File: config.mk
export PLATFORM = sky130hd
export DESIGN_NAME = tws_slave_port
export DESIGN_NICKNAME = d
export VERILOG_FILES = /design/src/logic/tws_pkg.sv /design/src/logic/tws_slave_port.sv
export SDC_FILE = /design/constraint.sdc
export NUM_CORES = 1
export LEC_CHECK = 0
export ABC_AREA = 1
export BUFFER_PORTS_ARGS = -buffer_cell sky130_fd_sc_hd__buf_2
export CAP_MARGIN = 20
export CELL_PAD_IN_SITES_DETAIL_PLACEMENT = 1
export CELL_PAD_IN_SITES_GLOBAL_PLACEMENT = 2
export CORE_MARGIN = 5
export CORE_UTILIZATION = 42
export CTS_BUF_LIST = sky130_fd_sc_hd__clkbuf_16
export CTS_CLUSTER_SIZE = 10
export DETAILED_ROUTE_END_ITERATION = 8
export PLACE_DENSITY_LB_ADDON = 0.1
export SLEW_MARGIN = 30
export SYNTH_ARGS = -nofsm -noshare
export SYNTH_HDL_FRONTEND = slang
export SYNTH_SLANG_ARGS = --single-unit
File: constraint.sdc
create_clock -name ref_clk -period 3.6 [get_ports ref_clk]
set_input_delay 0.9 -clock ref_clk [delete_from_list [all_inputs] [get_ports ref_clk]]
set_output_delay 0.9 -clock ref_clk [all_outputs]
set_load 0.05 [all_outputs]
File: src/logic/tws_pkg.sv
// Shared constants and types for the two-wire slave memory port.
package tws_pkg;

   // ------------------------------------------------------------------
   // Geometry of the memory and of a write page
   // ------------------------------------------------------------------
   localparam int ADDR_W = 8;
   localparam int DATA_W = 8;
   localparam int PAGE_BYTES = 8;
   localparam int PAGE_IDX_W = 3;
   localparam logic [ADDR_W-1:0] PTR_RESET = 8'h00;

   // ------------------------------------------------------------------
   // Serial framing
   // ------------------------------------------------------------------
   localparam logic [3:0] BIT_CNT_ZERO = 4'h0;
   localparam logic [3:0] BIT_CNT_ONE = 4'h1;
   localparam logic [3:0] BITS_PER_BYTE = 4'h8;
   localparam logic [3:0] LAST_TX_BIT = 4'h7;
   localparam logic DIR_READ = 1'b1;

   // Auxiliary slave address, fixed in silicon; the value is arbitrary.
   localparam logic [6:0] AUX_DEV_ADDR = 7'h3C;

   // ------------------------------------------------------------------
   // Timing
   // ------------------------------------------------------------------
   localparam int CLK_PERIOD_NS = 20;
   localparam int NVM_WRITE_TIME_NS = 10000;
   // Least time, so the cycle count rounds up.
   localparam int NVM_WRITE_CYCLES = (NVM_WRITE_TIME_NS + CLK_PERIOD_NS - 1) / CLK_PERIOD_NS;
   localparam int CYC_W = 24;

   // ------------------------------------------------------------------
   // Commit buffer
   // ------------------------------------------------------------------
   localparam int FIFO_DEPTH = 16;

   // ------------------------------------------------------------------
   // Types
   // ------------------------------------------------------------------
   typedef enum logic [2:0] {ST_IDLE, ST_RX, ST_ACK, ST_TX, ST_MACK} tws_state_t;
   typedef enum logic [1:0] {K_DEV, K_MEM, K_DATA} tws_kind_t;

endpackage

File: src/logic/tws_slave_port.sv
// Two-wire slave port with page write buffer, commit FIFO and read pointer.
`timescale 1ns/1ps

// ---------------------------------------------------------------------
// Commit FIFO
// ---------------------------------------------------------------------
module tws_fifo #(
   parameter int WIDTH = 16,
   parameter int DEPTH = 16
) (
   // Clock and reset.
   input wire logic clk,
   input wire logic reset,
   // Filling side.
   input wire logic in_valid,
   output logic in_ready,
   input wire logic [WIDTH-1:0] in_data,
   // Draining side.
   output logic out_valid,
   input wire logic out_ready,
   output logic [WIDTH-1:0] out_data
);
   localparam int PW = $clog2(DEPTH);
   logic [WIDTH-1:0] mem_r [DEPTH];
   logic [PW:0] wr_ptr_r, rd_ptr_r;
   logic full, empty;

   // Extra pointer bit tells full from empty when the indices meet.
   assign full = (wr_ptr_r[PW] != rd_ptr_r[PW]) && (wr_ptr_r[PW-1:0] == rd_ptr_r[PW-1:0]);
   assign empty = (wr_ptr_r == rd_ptr_r);
   assign in_ready = ~full;
   assign out_valid = ~empty;
   assign out_data = mem_r[rd_ptr_r[PW-1:0]];

   // Storage write.
   always_ff @(posedge clk) begin
      if (in_valid && !full) begin
         mem_r[wr_ptr_r[PW-1:0]] <= in_data;
      end
   end

   // Pointer update.
   always_ff @(posedge clk) begin
      if (reset) begin
         wr_ptr_r <= '0;
         rd_ptr_r <= '0;
      end else begin
         if (in_valid && !full) begin
            wr_ptr_r <= wr_ptr_r + 1'b1;
         end
         if (out_ready && !empty) begin
            rd_ptr_r <= rd_ptr_r + 1'b1;
         end
      end
   end
endmodule // tws_fifo

// ---------------------------------------------------------------------
// Slave port
// ---------------------------------------------------------------------
module tws_slave_port #(
   parameter int NVM_CYCLES = tws_pkg::NVM_WRITE_CYCLES,
   parameter int FIFO_DEPTH = tws_pkg::FIFO_DEPTH
) (
   // Clock and reset.
   input wire logic ref_clk,
   input wire logic reset,
   // Two-wire bus pins.
   input wire logic scl_in,
   input wire logic sda_in,
   output logic sda_out,
   output logic sda_oe,
   // Programmable main device address.
   input wire logic [6:0] main_dev_addr,
   // Memory read port.
   output logic [tws_pkg::ADDR_W-1:0] mem_rd_addr,
   input wire logic [tws_pkg::DATA_W-1:0] mem_rd_data,
   // Nonvolatile write port.
   output logic nvm_wr_valid,
   input wire logic nvm_wr_ready,
   output logic [tws_pkg::ADDR_W-1:0] nvm_wr_addr,
   output logic [tws_pkg::DATA_W-1:0] nvm_wr_data,
   // Status.
   output logic nvm_busy
);
   localparam int AW = tws_pkg::ADDR_W;
   localparam int DW = tws_pkg::DATA_W;
   localparam int IW = tws_pkg::PAGE_IDX_W;
   localparam logic [IW-1:0] LAST_IDX = IW'(tws_pkg::PAGE_BYTES - 1);
   localparam logic [tws_pkg::CYC_W-1:0] LAST_CYC = tws_pkg::CYC_W'(NVM_CYCLES - 1);

   // Address match against both slave addresses.
   function automatic logic dev_match(input logic [6:0] a, input logic [6:0] main_a);
      dev_match = (a == tws_pkg::AUX_DEV_ADDR) || (a == main_a);
   endfunction

   logic scl_s1_r, scl_s2_r, scl_s3_r;
   logic sda_s1_r, sda_s2_r, sda_s3_r;
   logic scl_rise, scl_fall, start_det, stop_det;
   tws_pkg::tws_state_t state_r;
   tws_pkg::tws_kind_t kind_r;
   logic [3:0] bit_cnt_r;
   logic [DW-1:0] shift_r;
   logic rw_r, mack_r, sda_oe_r;
   logic [AW-1:0] ptr_r;
   logic byte_done, dev_accept, tx_load;
   logic [DW-1:0] page_buf_r [tws_pkg::PAGE_BYTES];
   logic [tws_pkg::PAGE_BYTES-1:0] page_vld_r;
   logic [AW-IW-1:0] page_base_r;
   logic flush_r, busy_r;
   logic [IW-1:0] flush_idx_r;
   logic [tws_pkg::CYC_W-1:0] cyc_r;
   logic fifo_in_valid, fifo_in_ready, fifo_out_valid, flush_step;

   // ------------------------------------------------------------------
   // Line synchronisers
   // ------------------------------------------------------------------
   // Two flops per line, then a third stage only for edge detection.
   always_ff @(posedge ref_clk) begin
      if (reset) begin
         scl_s1_r <= 1'b1;
         scl_s2_r <= 1'b1;
         scl_s3_r <= 1'b1;
         sda_s1_r <= 1'b1;
         sda_s2_r <= 1'b1;
         sda_s3_r <= 1'b1;
      end else begin
         scl_s1_r <= scl_in;
         scl_s2_r <= scl_s1_r;
         scl_s3_r <= scl_s2_r;
         sda_s1_r <= sda_in;
         sda_s2_r <= sda_s1_r;
         sda_s3_r <= sda_s2_r;
      end
   end

   // Edges and bus conditions; 50 MHz oversamples a 400 kHz clock amply.
   assign scl_rise = scl_s2_r & ~scl_s3_r;
   assign scl_fall = ~scl_s2_r & scl_s3_r;
   assign start_det = scl_s2_r & scl_s3_r & sda_s3_r & ~sda_s2_r;
   assign stop_det = scl_s2_r & scl_s3_r & ~sda_s3_r & sda_s2_r;

   // ------------------------------------------------------------------
   // Byte events
   // ------------------------------------------------------------------
   // A received byte is judged on the falling edge after its eighth bit.
   assign byte_done = (state_r == tws_pkg::ST_RX) && scl_fall && (bit_cnt_r == tws_pkg::BITS_PER_BYTE);
   assign dev_accept = dev_match(shift_r[7:1], main_dev_addr) && !busy_r;
   assign tx_load = scl_fall && (((state_r == tws_pkg::ST_ACK) && (kind_r == tws_pkg::K_DEV) &&
                    rw_r) || ((state_r == tws_pkg::ST_MACK) && mack_r));

   // ------------------------------------------------------------------
   // Bit and byte sequencer
   // ------------------------------------------------------------------
   // START wins over everything but reset, so a repeated START restarts cleanly.
   always_ff @(posedge ref_clk) begin
      if (reset) begin
         state_r <= tws_pkg::ST_IDLE;
         kind_r <= tws_pkg::K_DEV;
         bit_cnt_r <= tws_pkg::BIT_CNT_ZERO;
         shift_r <= '0;
         rw_r <= 1'b0;
         mack_r <= 1'b0;
         sda_oe_r <= 1'b0;
      end else if (start_det) begin
         state_r <= tws_pkg::ST_RX;
         kind_r <= tws_pkg::K_DEV;
         bit_cnt_r <= tws_pkg::BIT_CNT_ZERO;
         sda_oe_r <= 1'b0;
      end else if (stop_det) begin
         state_r <= tws_pkg::ST_IDLE;
         sda_oe_r <= 1'b0;
      end else begin
         unique case (state_r)
            tws_pkg::ST_IDLE: begin
               sda_oe_r <= 1'b0;
            end
            tws_pkg::ST_RX: begin
               if (scl_rise && bit_cnt_r != tws_pkg::BITS_PER_BYTE) begin
                  shift_r <= {shift_r[DW-2:0], sda_s2_r};
                  bit_cnt_r <= bit_cnt_r + tws_pkg::BIT_CNT_ONE;
               end
               if (byte_done) begin
                  if (kind_r == tws_pkg::K_DEV && !dev_accept) begin
                     state_r <= tws_pkg::ST_IDLE;
                  end else begin
                     state_r <= tws_pkg::ST_ACK;
                     sda_oe_r <= 1'b1;
                     if (kind_r == tws_pkg::K_DEV) begin
                        rw_r <= (shift_r[0] == tws_pkg::DIR_READ);
                     end
                  end
               end
            end
            tws_pkg::ST_ACK: begin
               if (scl_fall) begin
                  bit_cnt_r <= tws_pkg::BIT_CNT_ZERO;
                  if (tx_load) begin
                     state_r <= tws_pkg::ST_TX;
                     shift_r <= mem_rd_data;
                     sda_oe_r <= ~mem_rd_data[DW-1];
                  end else begin
                     state_r <= tws_pkg::ST_RX;
                     sda_oe_r <= 1'b0;
                     kind_r <= (kind_r == tws_pkg::K_DEV) ? tws_pkg::K_MEM : tws_pkg::K_DATA;
                  end
               end
            end
            tws_pkg::ST_TX: begin
               if (scl_fall) begin
                  if (bit_cnt_r == tws_pkg::LAST_TX_BIT) begin
                     state_r <= tws_pkg::ST_MACK;
                     sda_oe_r <= 1'b0;
                  end else begin
                     shift_r <= {shift_r[DW-2:0], 1'b0};
                     sda_oe_r <= ~shift_r[DW-2];
                     bit_cnt_r <= bit_cnt_r + tws_pkg::BIT_CNT_ONE;
                  end
               end
            end
            tws_pkg::ST_MACK: begin
               if (scl_rise) begin
                  mack_r <= ~sda_s2_r;
               end
               if (scl_fall) begin
                  bit_cnt_r <= tws_pkg::BIT_CNT_ZERO;
                  if (tx_load) begin
                     state_r <= tws_pkg::ST_TX;
                     shift_r <= mem_rd_data;
                     sda_oe_r <= ~mem_rd_data[DW-1];
                  end else begin
                     state_r <= tws_pkg::ST_IDLE;
                     sda_oe_r <= 1'b0;
                  end
               end
            end
         endcase
      end
   end

   // Open drain: the line is only ever pulled low.
   assign sda_out = 1'b0;
   assign sda_oe = sda_oe_r;

   // ------------------------------------------------------------------
   // Address pointer
   // ------------------------------------------------------------------
   // Writes wrap inside the page, reads wrap across the whole space.
   always_ff @(posedge ref_clk) begin
      if (reset) begin
         ptr_r <= tws_pkg::PTR_RESET;
      end else if (byte_done && kind_r == tws_pkg::K_MEM) begin
         ptr_r <= shift_r;
      end else if (byte_done && kind_r == tws_pkg::K_DATA) begin
         ptr_r[IW-1:0] <= ptr_r[IW-1:0] + 1'b1;
      end else if (tx_load) begin
         ptr_r <= ptr_r + 1'b1;
      end
   end
   assign mem_rd_addr = ptr_r;

   // ------------------------------------------------------------------
   // Page buffer
   // ------------------------------------------------------------------
   // Bytes land by low pointer bits, so a ninth byte overwrites the first.
   always_ff @(posedge ref_clk) begin
      if (byte_done && kind_r == tws_pkg::K_DATA) begin
         page_buf_r[ptr_r[IW-1:0]] <= shift_r;
      end
   end

   // Valid mask: cleared by START (discard) or after the flush.
   always_ff @(posedge ref_clk) begin
      if (reset) begin
         page_vld_r <= '0;
         page_base_r <= '0;
      end else if (flush_r && flush_step && flush_idx_r == LAST_IDX) begin
         page_vld_r <= '0;
      end else if (start_det && !flush_r) begin
         page_vld_r <= '0;
      end else if (byte_done && kind_r == tws_pkg::K_DATA) begin
         page_vld_r[ptr_r[IW-1:0]] <= 1'b1;
         page_base_r <= ptr_r[AW-1:IW];
      end
   end

   // ------------------------------------------------------------------
   // Commit and self-timed write
   // ------------------------------------------------------------------
   // The flush walks all eight slots and stalls when the FIFO is full.
   assign fifo_in_valid = flush_r && page_vld_r[flush_idx_r];
   assign flush_step = !page_vld_r[flush_idx_r] || fifo_in_ready;

   always_ff @(posedge ref_clk) begin
      if (reset) begin
         flush_r <= 1'b0;
         flush_idx_r <= '0;
      end else if (!flush_r && stop_det && |page_vld_r) begin
         flush_r <= 1'b1;
         flush_idx_r <= '0;
      end else if (flush_r && flush_step) begin
         flush_idx_r <= flush_idx_r + 1'b1;
         if (flush_idx_r == LAST_IDX) begin
            flush_r <= 1'b0;
         end
      end
   end

   // Busy covers flush, drain and the timed write that follows.
   always_ff @(posedge ref_clk) begin
      if (reset) begin
         busy_r <= 1'b0;
         cyc_r <= '0;
      end else if (!busy_r && stop_det && |page_vld_r) begin
         busy_r <= 1'b1;
         cyc_r <= '0;
      end else if (busy_r && !flush_r && !fifo_out_valid) begin
         if (cyc_r == LAST_CYC) begin
            busy_r <= 1'b0;
         end else begin
            cyc_r <= cyc_r + 1'b1;
         end
      end
   end

   assign nvm_busy = busy_r;
   tws_fifo #(
      .WIDTH(AW + DW),
      .DEPTH(FIFO_DEPTH)
   ) u_commit_fifo (
      .clk(ref_clk),
      .reset(reset),
      .in_valid(fifo_in_valid),
      .in_ready(fifo_in_ready),
      .in_data({page_base_r, flush_idx_r, page_buf_r[flush_idx_r]}),
      .out_valid(fifo_out_valid),
      .out_ready(nvm_wr_ready),
      .out_data({nvm_wr_addr, nvm_wr_data})
   );
   assign nvm_wr_valid = fifo_out_valid;

endmodule // tws_slave_port

Word level (Yosys, flattened, before mapping):

Memory sizes are Yosys's and may differ from the RTL's. A register that Yosys moved wholly into a read port is not among the register bits.
Cells that the tools add are included.

* add/subtract/negate cells: 7
* order comparisons: 3
* eq/ne operators: 32
* multiplexer cells: 52
* bitwise logic cells: 23
* reductions and logical operators: 65

Operators by type and width (number)
* 8-bit two-way mux: 7
* 1-bit logical AND: 25
* 24-bit by 1-bit adder with 24-bit output, second input constant: 1
* 24-bit by 9-bit equality test with 1-bit output, second input constant: 1
* 3-bit two-way mux: 8
* 4-bit two-way mux: 6
* 4-bit inequality test, second input constant: 6
* 8-bit case mux with 3 select lines: 1
* 6-bit AND reduction: 4
* 1-bit two-way mux: 20
* 2-bit inequality test, second input constant: 8
* 1-bit NOT: 15
* 3-bit case mux with 4 select lines: 1
* 4-bit case mux with 3 select lines: 1
* 4-bit AND reduction: 3
* 5-bit by 1-bit adder with 5-bit output, second input constant: 2
* 2-bit nonzero test: 5
* 8-bit by 1-bit adder with 8-bit output, second input constant: 1
* 3-bit by 4-bit < comparator with 1-bit output, second input constant: 2
* 2-bit two-way mux: 4
* 8-bit bitwise OR: 1
* 2-bit AND reduction: 4
* 8-bit AND reduction: 1
* 2-bit OR reduction: 4
* other kinds (31): 51

* bits in registers: 86
* bits in writable memories: 320
* bits of input ports: 20
* output and inout bits: 28
* logic and storage cells: 208
* memories: 2

Memory list
* u_commit_fifo.mem_r: depth 16, width 16, read ports 1, clocked after memory_dff 1, wr ports 1, line tws_slave_port.sv:24 `logic [WIDTH-1:0] mem_r [DEPTH];`
* page_buf_r: depth 8, width 8, read ports 1, clocked after memory_dff 1, wr ports 1, line tws_slave_port.sv:107 `logic [DW-1:0] page_buf_r [tws_pkg::PAGE_BYTES];`

Logic depth before layout (Yosys ltp):

* depth after elaboration: 10
* gate-level depth with buffers: 13
* mapped depth without buffers: 13

By module:

A second synthesis with hierarchy kept.

* cell total of the unflattened synthesis: 1798
* area, all modules: 18215.0 um^2

By module, submodules not included
* tws_fifo: instances 1, cells each 937, area each 11134.4 um^2, sequential area each 7967.6 um^2
* tws_slave_port: instances 1, cells each 861, area each 7080.5 um^2, sequential area each 3503.4 um^2

Least setup slack after synthesis:

No wires, ideal clock.

* path type: register -> register
* start: reg flush_idx_r[0]
* end: mem u_commit_fifo.mem_r[7][0], enable pin
* setup time: 0.409 ns
* arrival time: 2.473 ns
* data required time: 3.191 ns
* path slack: 0.718 ns
* stages on the path, launching flop included: 8
* buffers on the path: 1
* period minus slack after synthesis: 2.882 ns
* path through: dfxtp_1 > clkbuf_1 > o211ai_1 > nand2_1 > nand2_1 > nand2_1 > nand3_2 > nor3_1

* cells in the longest elaborated chain, start to end: 6

RTL lines
* start, declared: line tws_slave_port.sv:111 `logic [IW-1:0] flush_idx_r;`
* start signal, assigned: line tws_slave_port.sv:302 `flush_idx_r <= flush_idx_r + 1'b1;`
* 1-bit binary-select mux with 3-bit select: line tws_slave_port.sv:291 `assign fifo_in_valid = flush_r && page_vld_r[flush_idx_r];`
* 1-bit two-way mux (implied by the code): line tws_slave_port.sv:291
* 1-bit logical AND: line tws_slave_port.sv:291
* 1-bit logical AND: line tws_slave_port.sv:37 `if (in_valid && !full) begin`
* 1-bit two-way mux: line tws_slave_port.sv:37
* 1-bit two-way mux (implied by the code): line tws_slave_port.sv:38 `mem_r[wr_ptr_r[PW-1:0]] <= in_data;`
* end, declared: line tws_slave_port.sv:24

Every way passes these cells. The select of a mux whose other input is x is not followed.

==> flow_summary.toml <==
[yosys]
yosysWarnings = 0
yosysTopAreaCellShare_pct = 54.18
yosys-top-cells-area = "edfxtp_1 54%, dfxtp_1 10%, nand2_1 4.5%"
ys_seq_area_share_pct = 64.67
syn_inst = 1625
async_reset_ff_share_pct = 0
avgSynthCellArea_um2 = 10.92
synthDistinctLibCells = 44
syn-cell-area_um2 = 17740
synthFlopType = "edfxtp_1"
yosysTopAreaCell = "edfxtp_1"
ys_seq_elements = 413
synth_fp_nets = 1656
synth-edff-count = 320

[sta]
min_period_over_period_pct = 95.86
hold_viol_final = 0
rsz0062_at_grt = "false"
tightest_slew_ns = 0.9138
setup_viol = 0
drv_slew = 0
min_period_ns = 3.451
fmax_mhz = 289.8
tns_ns = 0
timing.slew.headroom_pct = 38.86
fin_skew_ns = 0.01997

[run]
maxCapViolCount = 0

[setup_path]
critical_path.most_common_cell = "o21ai_0"
end_kind = "output pin"
r2r_start = "flush_idx_r[1]"
crit_chain = "buf_4 -> a21oi_1 -> o21ai_0 -> o21ai_0 -> o211ai_1 -> nand2_1 -> buf_2"
worstPathRequired_ns = 2.70
critPathKind = "flop to output pin"
reg2regPathDepth = 9
path_max_fanout = 64
arrival_ns = 2.55
crit_slowest_cell = "buf_4"
r2r_end = "u_commit_fifo.mem_r[14][12]"
slowest_delay_ns = 0.65
ff2ff_setup_slack_ns = 0.81
crit_path_start_kind = "flop"

[layout]
layout_common_cells = "320 x edfxtp_1, 213 x nand2_1, 198 x inv_1"
register_area_um2 = 11480
nets = 1723
antenna_cells = 0
fillers = 4483
drive_gt1_share_pct = 11.32
layout_commonest_cell = "edfxtp_1"
multi_input_area_um2 = 5319
post-route-util_pct = 48.20
areaGrowthSynthToFinish_pct = 13.73

[clock_tree]
clk_root_buffer_cell = "clkbuf_16"
h-tree-depth = 2
path_clk_slew_ns = 0.05
clock_path_buffers = 3
cts_sinks = 413
ctsHoldBuffers = 0
cts_resized = 0
numCtsBuffers = 48
cts_tree = "yes"
clk_latency_ns = 0.58

[detailed_routing]
drt_wl_total_mm = 48.06
routedWlPerCell_um = 21.16
drt_iter0_drc = 744
viasPerCell = 5.358
ant_nets = 0
drc = 0
first_pass_iters = 5
via_count = 12170

[die]
pin_count = 48
rows = 75
die_w_um = 215.5
die_area_um2 = 46440
start_util_pct = 42.38
fp.dieH_um = 215.5
core_area_um2 = 41850

[grt]
grt_pass1_wl_mm = 74.90
grt_antenna_before_repair = 0
gr-total-overflow = 0
grt_pass1_vias = 12510
grt_max_degree = 65
track_usage_pct = 20.54

[min_path]
hold_depth = 1
hp-class = "flop to flop"
hold_path_end = "scl_s2_r"
hold_path_startpoint = "scl_s1_r"

[place]
gp_congestion = 0.8407
portBuffers = 46
dp_hpwl_mm = 30.44

[pwr]
p_leak_nw = 7.177
peakVddDrop_mv = 0.3810
power_density_nw_per_um2 = 537.9
p_total_mw = 10.85

[run_status]
status = "finished, final reports clean"
==> synthesized netlist by cell type (all sizes together), types with 2 or more instances <==
cell	number
mux2i	64
a211oi	2
ha	11
nor4	5
a21oi	123
buf	30
nand2	217
or2	7
dfxtp	93
xor2	23
o211ai	71
a31oi	10
nand3b	2
nand3	58
clkbuf	45
o21ai	150
edfxtp	320
o22ai	8
nand4	22
inv	171
xnor2	9
nor3	20
nor2	158
==> sequential cells by signal, indices dropped and copies added, names as in the netlist, 8 cells and up, named ones only <==
register and flops:
page_vld_r 8, cyc_r 24, page_buf_r 64, shift_r 8
u_commit_fifo.mem_r 256, mem_rd_addr 8
==> per-stage QoR <==
step	worst slack [ns]	instances	hold WS (ns)	instance area, µm²
final	0.1491	2271	0.4166	20170
after global placement	0.7557	2180	0.3976	18770
after floorplan	0.7180	1625	0.3895	17740
after CTS	0.07084	2270	0.4178	20160
after global routing	0.004695	2271	0.4207	20170
after detailed placement	0.7046	2180	0.3981	18770
==> final cells by class <==
cell class | count | share of cell area, %
repair buffers | 92 | 3.306
clock buffers | 48 | 5.954
well taps | 539 | 3.343
inverters | 171 | 3.182
multi-input cells | 966 | 26.37
flip-flops and latches | 413 | 56.89
clock inverters | 42 | 0.9552
==> worst max-delay path by stage <==
stage	from	end	slack [ns]	cells past startpoint
floorplan	flush_idx_r[0]	u_commit_fifo.mem_r[7][0]	0.72	7
global placement	flop	nvm_wr_addr[1]	0.76	7
detailed placement	flop	nvm_wr_addr[1]	0.70	7
CTS	flop	nvm_wr_addr[1]	0.07	7
global route	flop	nvm_wr_addr[1]	0.005	7
finish	flop	nvm_wr_addr[1]	0.15	7
==> routing by layer <==
metal  up-vias  routed length (µm)  share of wire [%]  track usage [%]
li1       5824                   -                  -                -
met5         -                   0                  0                0
met2       223               23180                 48            34.03
met4         0                1097                2.3            5.569
met3        64                1774                3.7            2.775
met1      6056               22010                 46            28.70
==> logic make-up after synthesis <==
kind of cell    count (synthesis)  synth area share (%)
simple gates                  491                 12.10
flops                         413                 64.67
compound gates                367                 11.66
buf+inv                       246                 5.580
mux                            64                 3.612
xor+xnor                       32                 1.580
fa+ha+maj                      11                0.7759
other cells                     1               0.02114
==> worst max-delay path, delay by kind of cell (launching register included) <==
| kind | cells | cell delay, ns |
|---|---|---|
| compound gates | 4 | 0.53 |
| buf+inv | 2 | 0.91 |
| flops | 1 | 0.33 |
| simple gates | 1 | 0.18 |
==> where the power goes <==
part           switching (mW)  total (mW)  leakage [nW]  internal (mW)
Combinational           0.694        1.01          2.70          0.317
Sequential              0.233        5.50          3.68           5.27
Clock                    1.93        4.34         0.800           2.41
==> repair_timing <==
item,in CTS,in global routing
endpoints found under the setup margin,0,1
buffers inserted,0,1
hold endpoints to repair,0,0
Power figures use the tool's default switching activity.
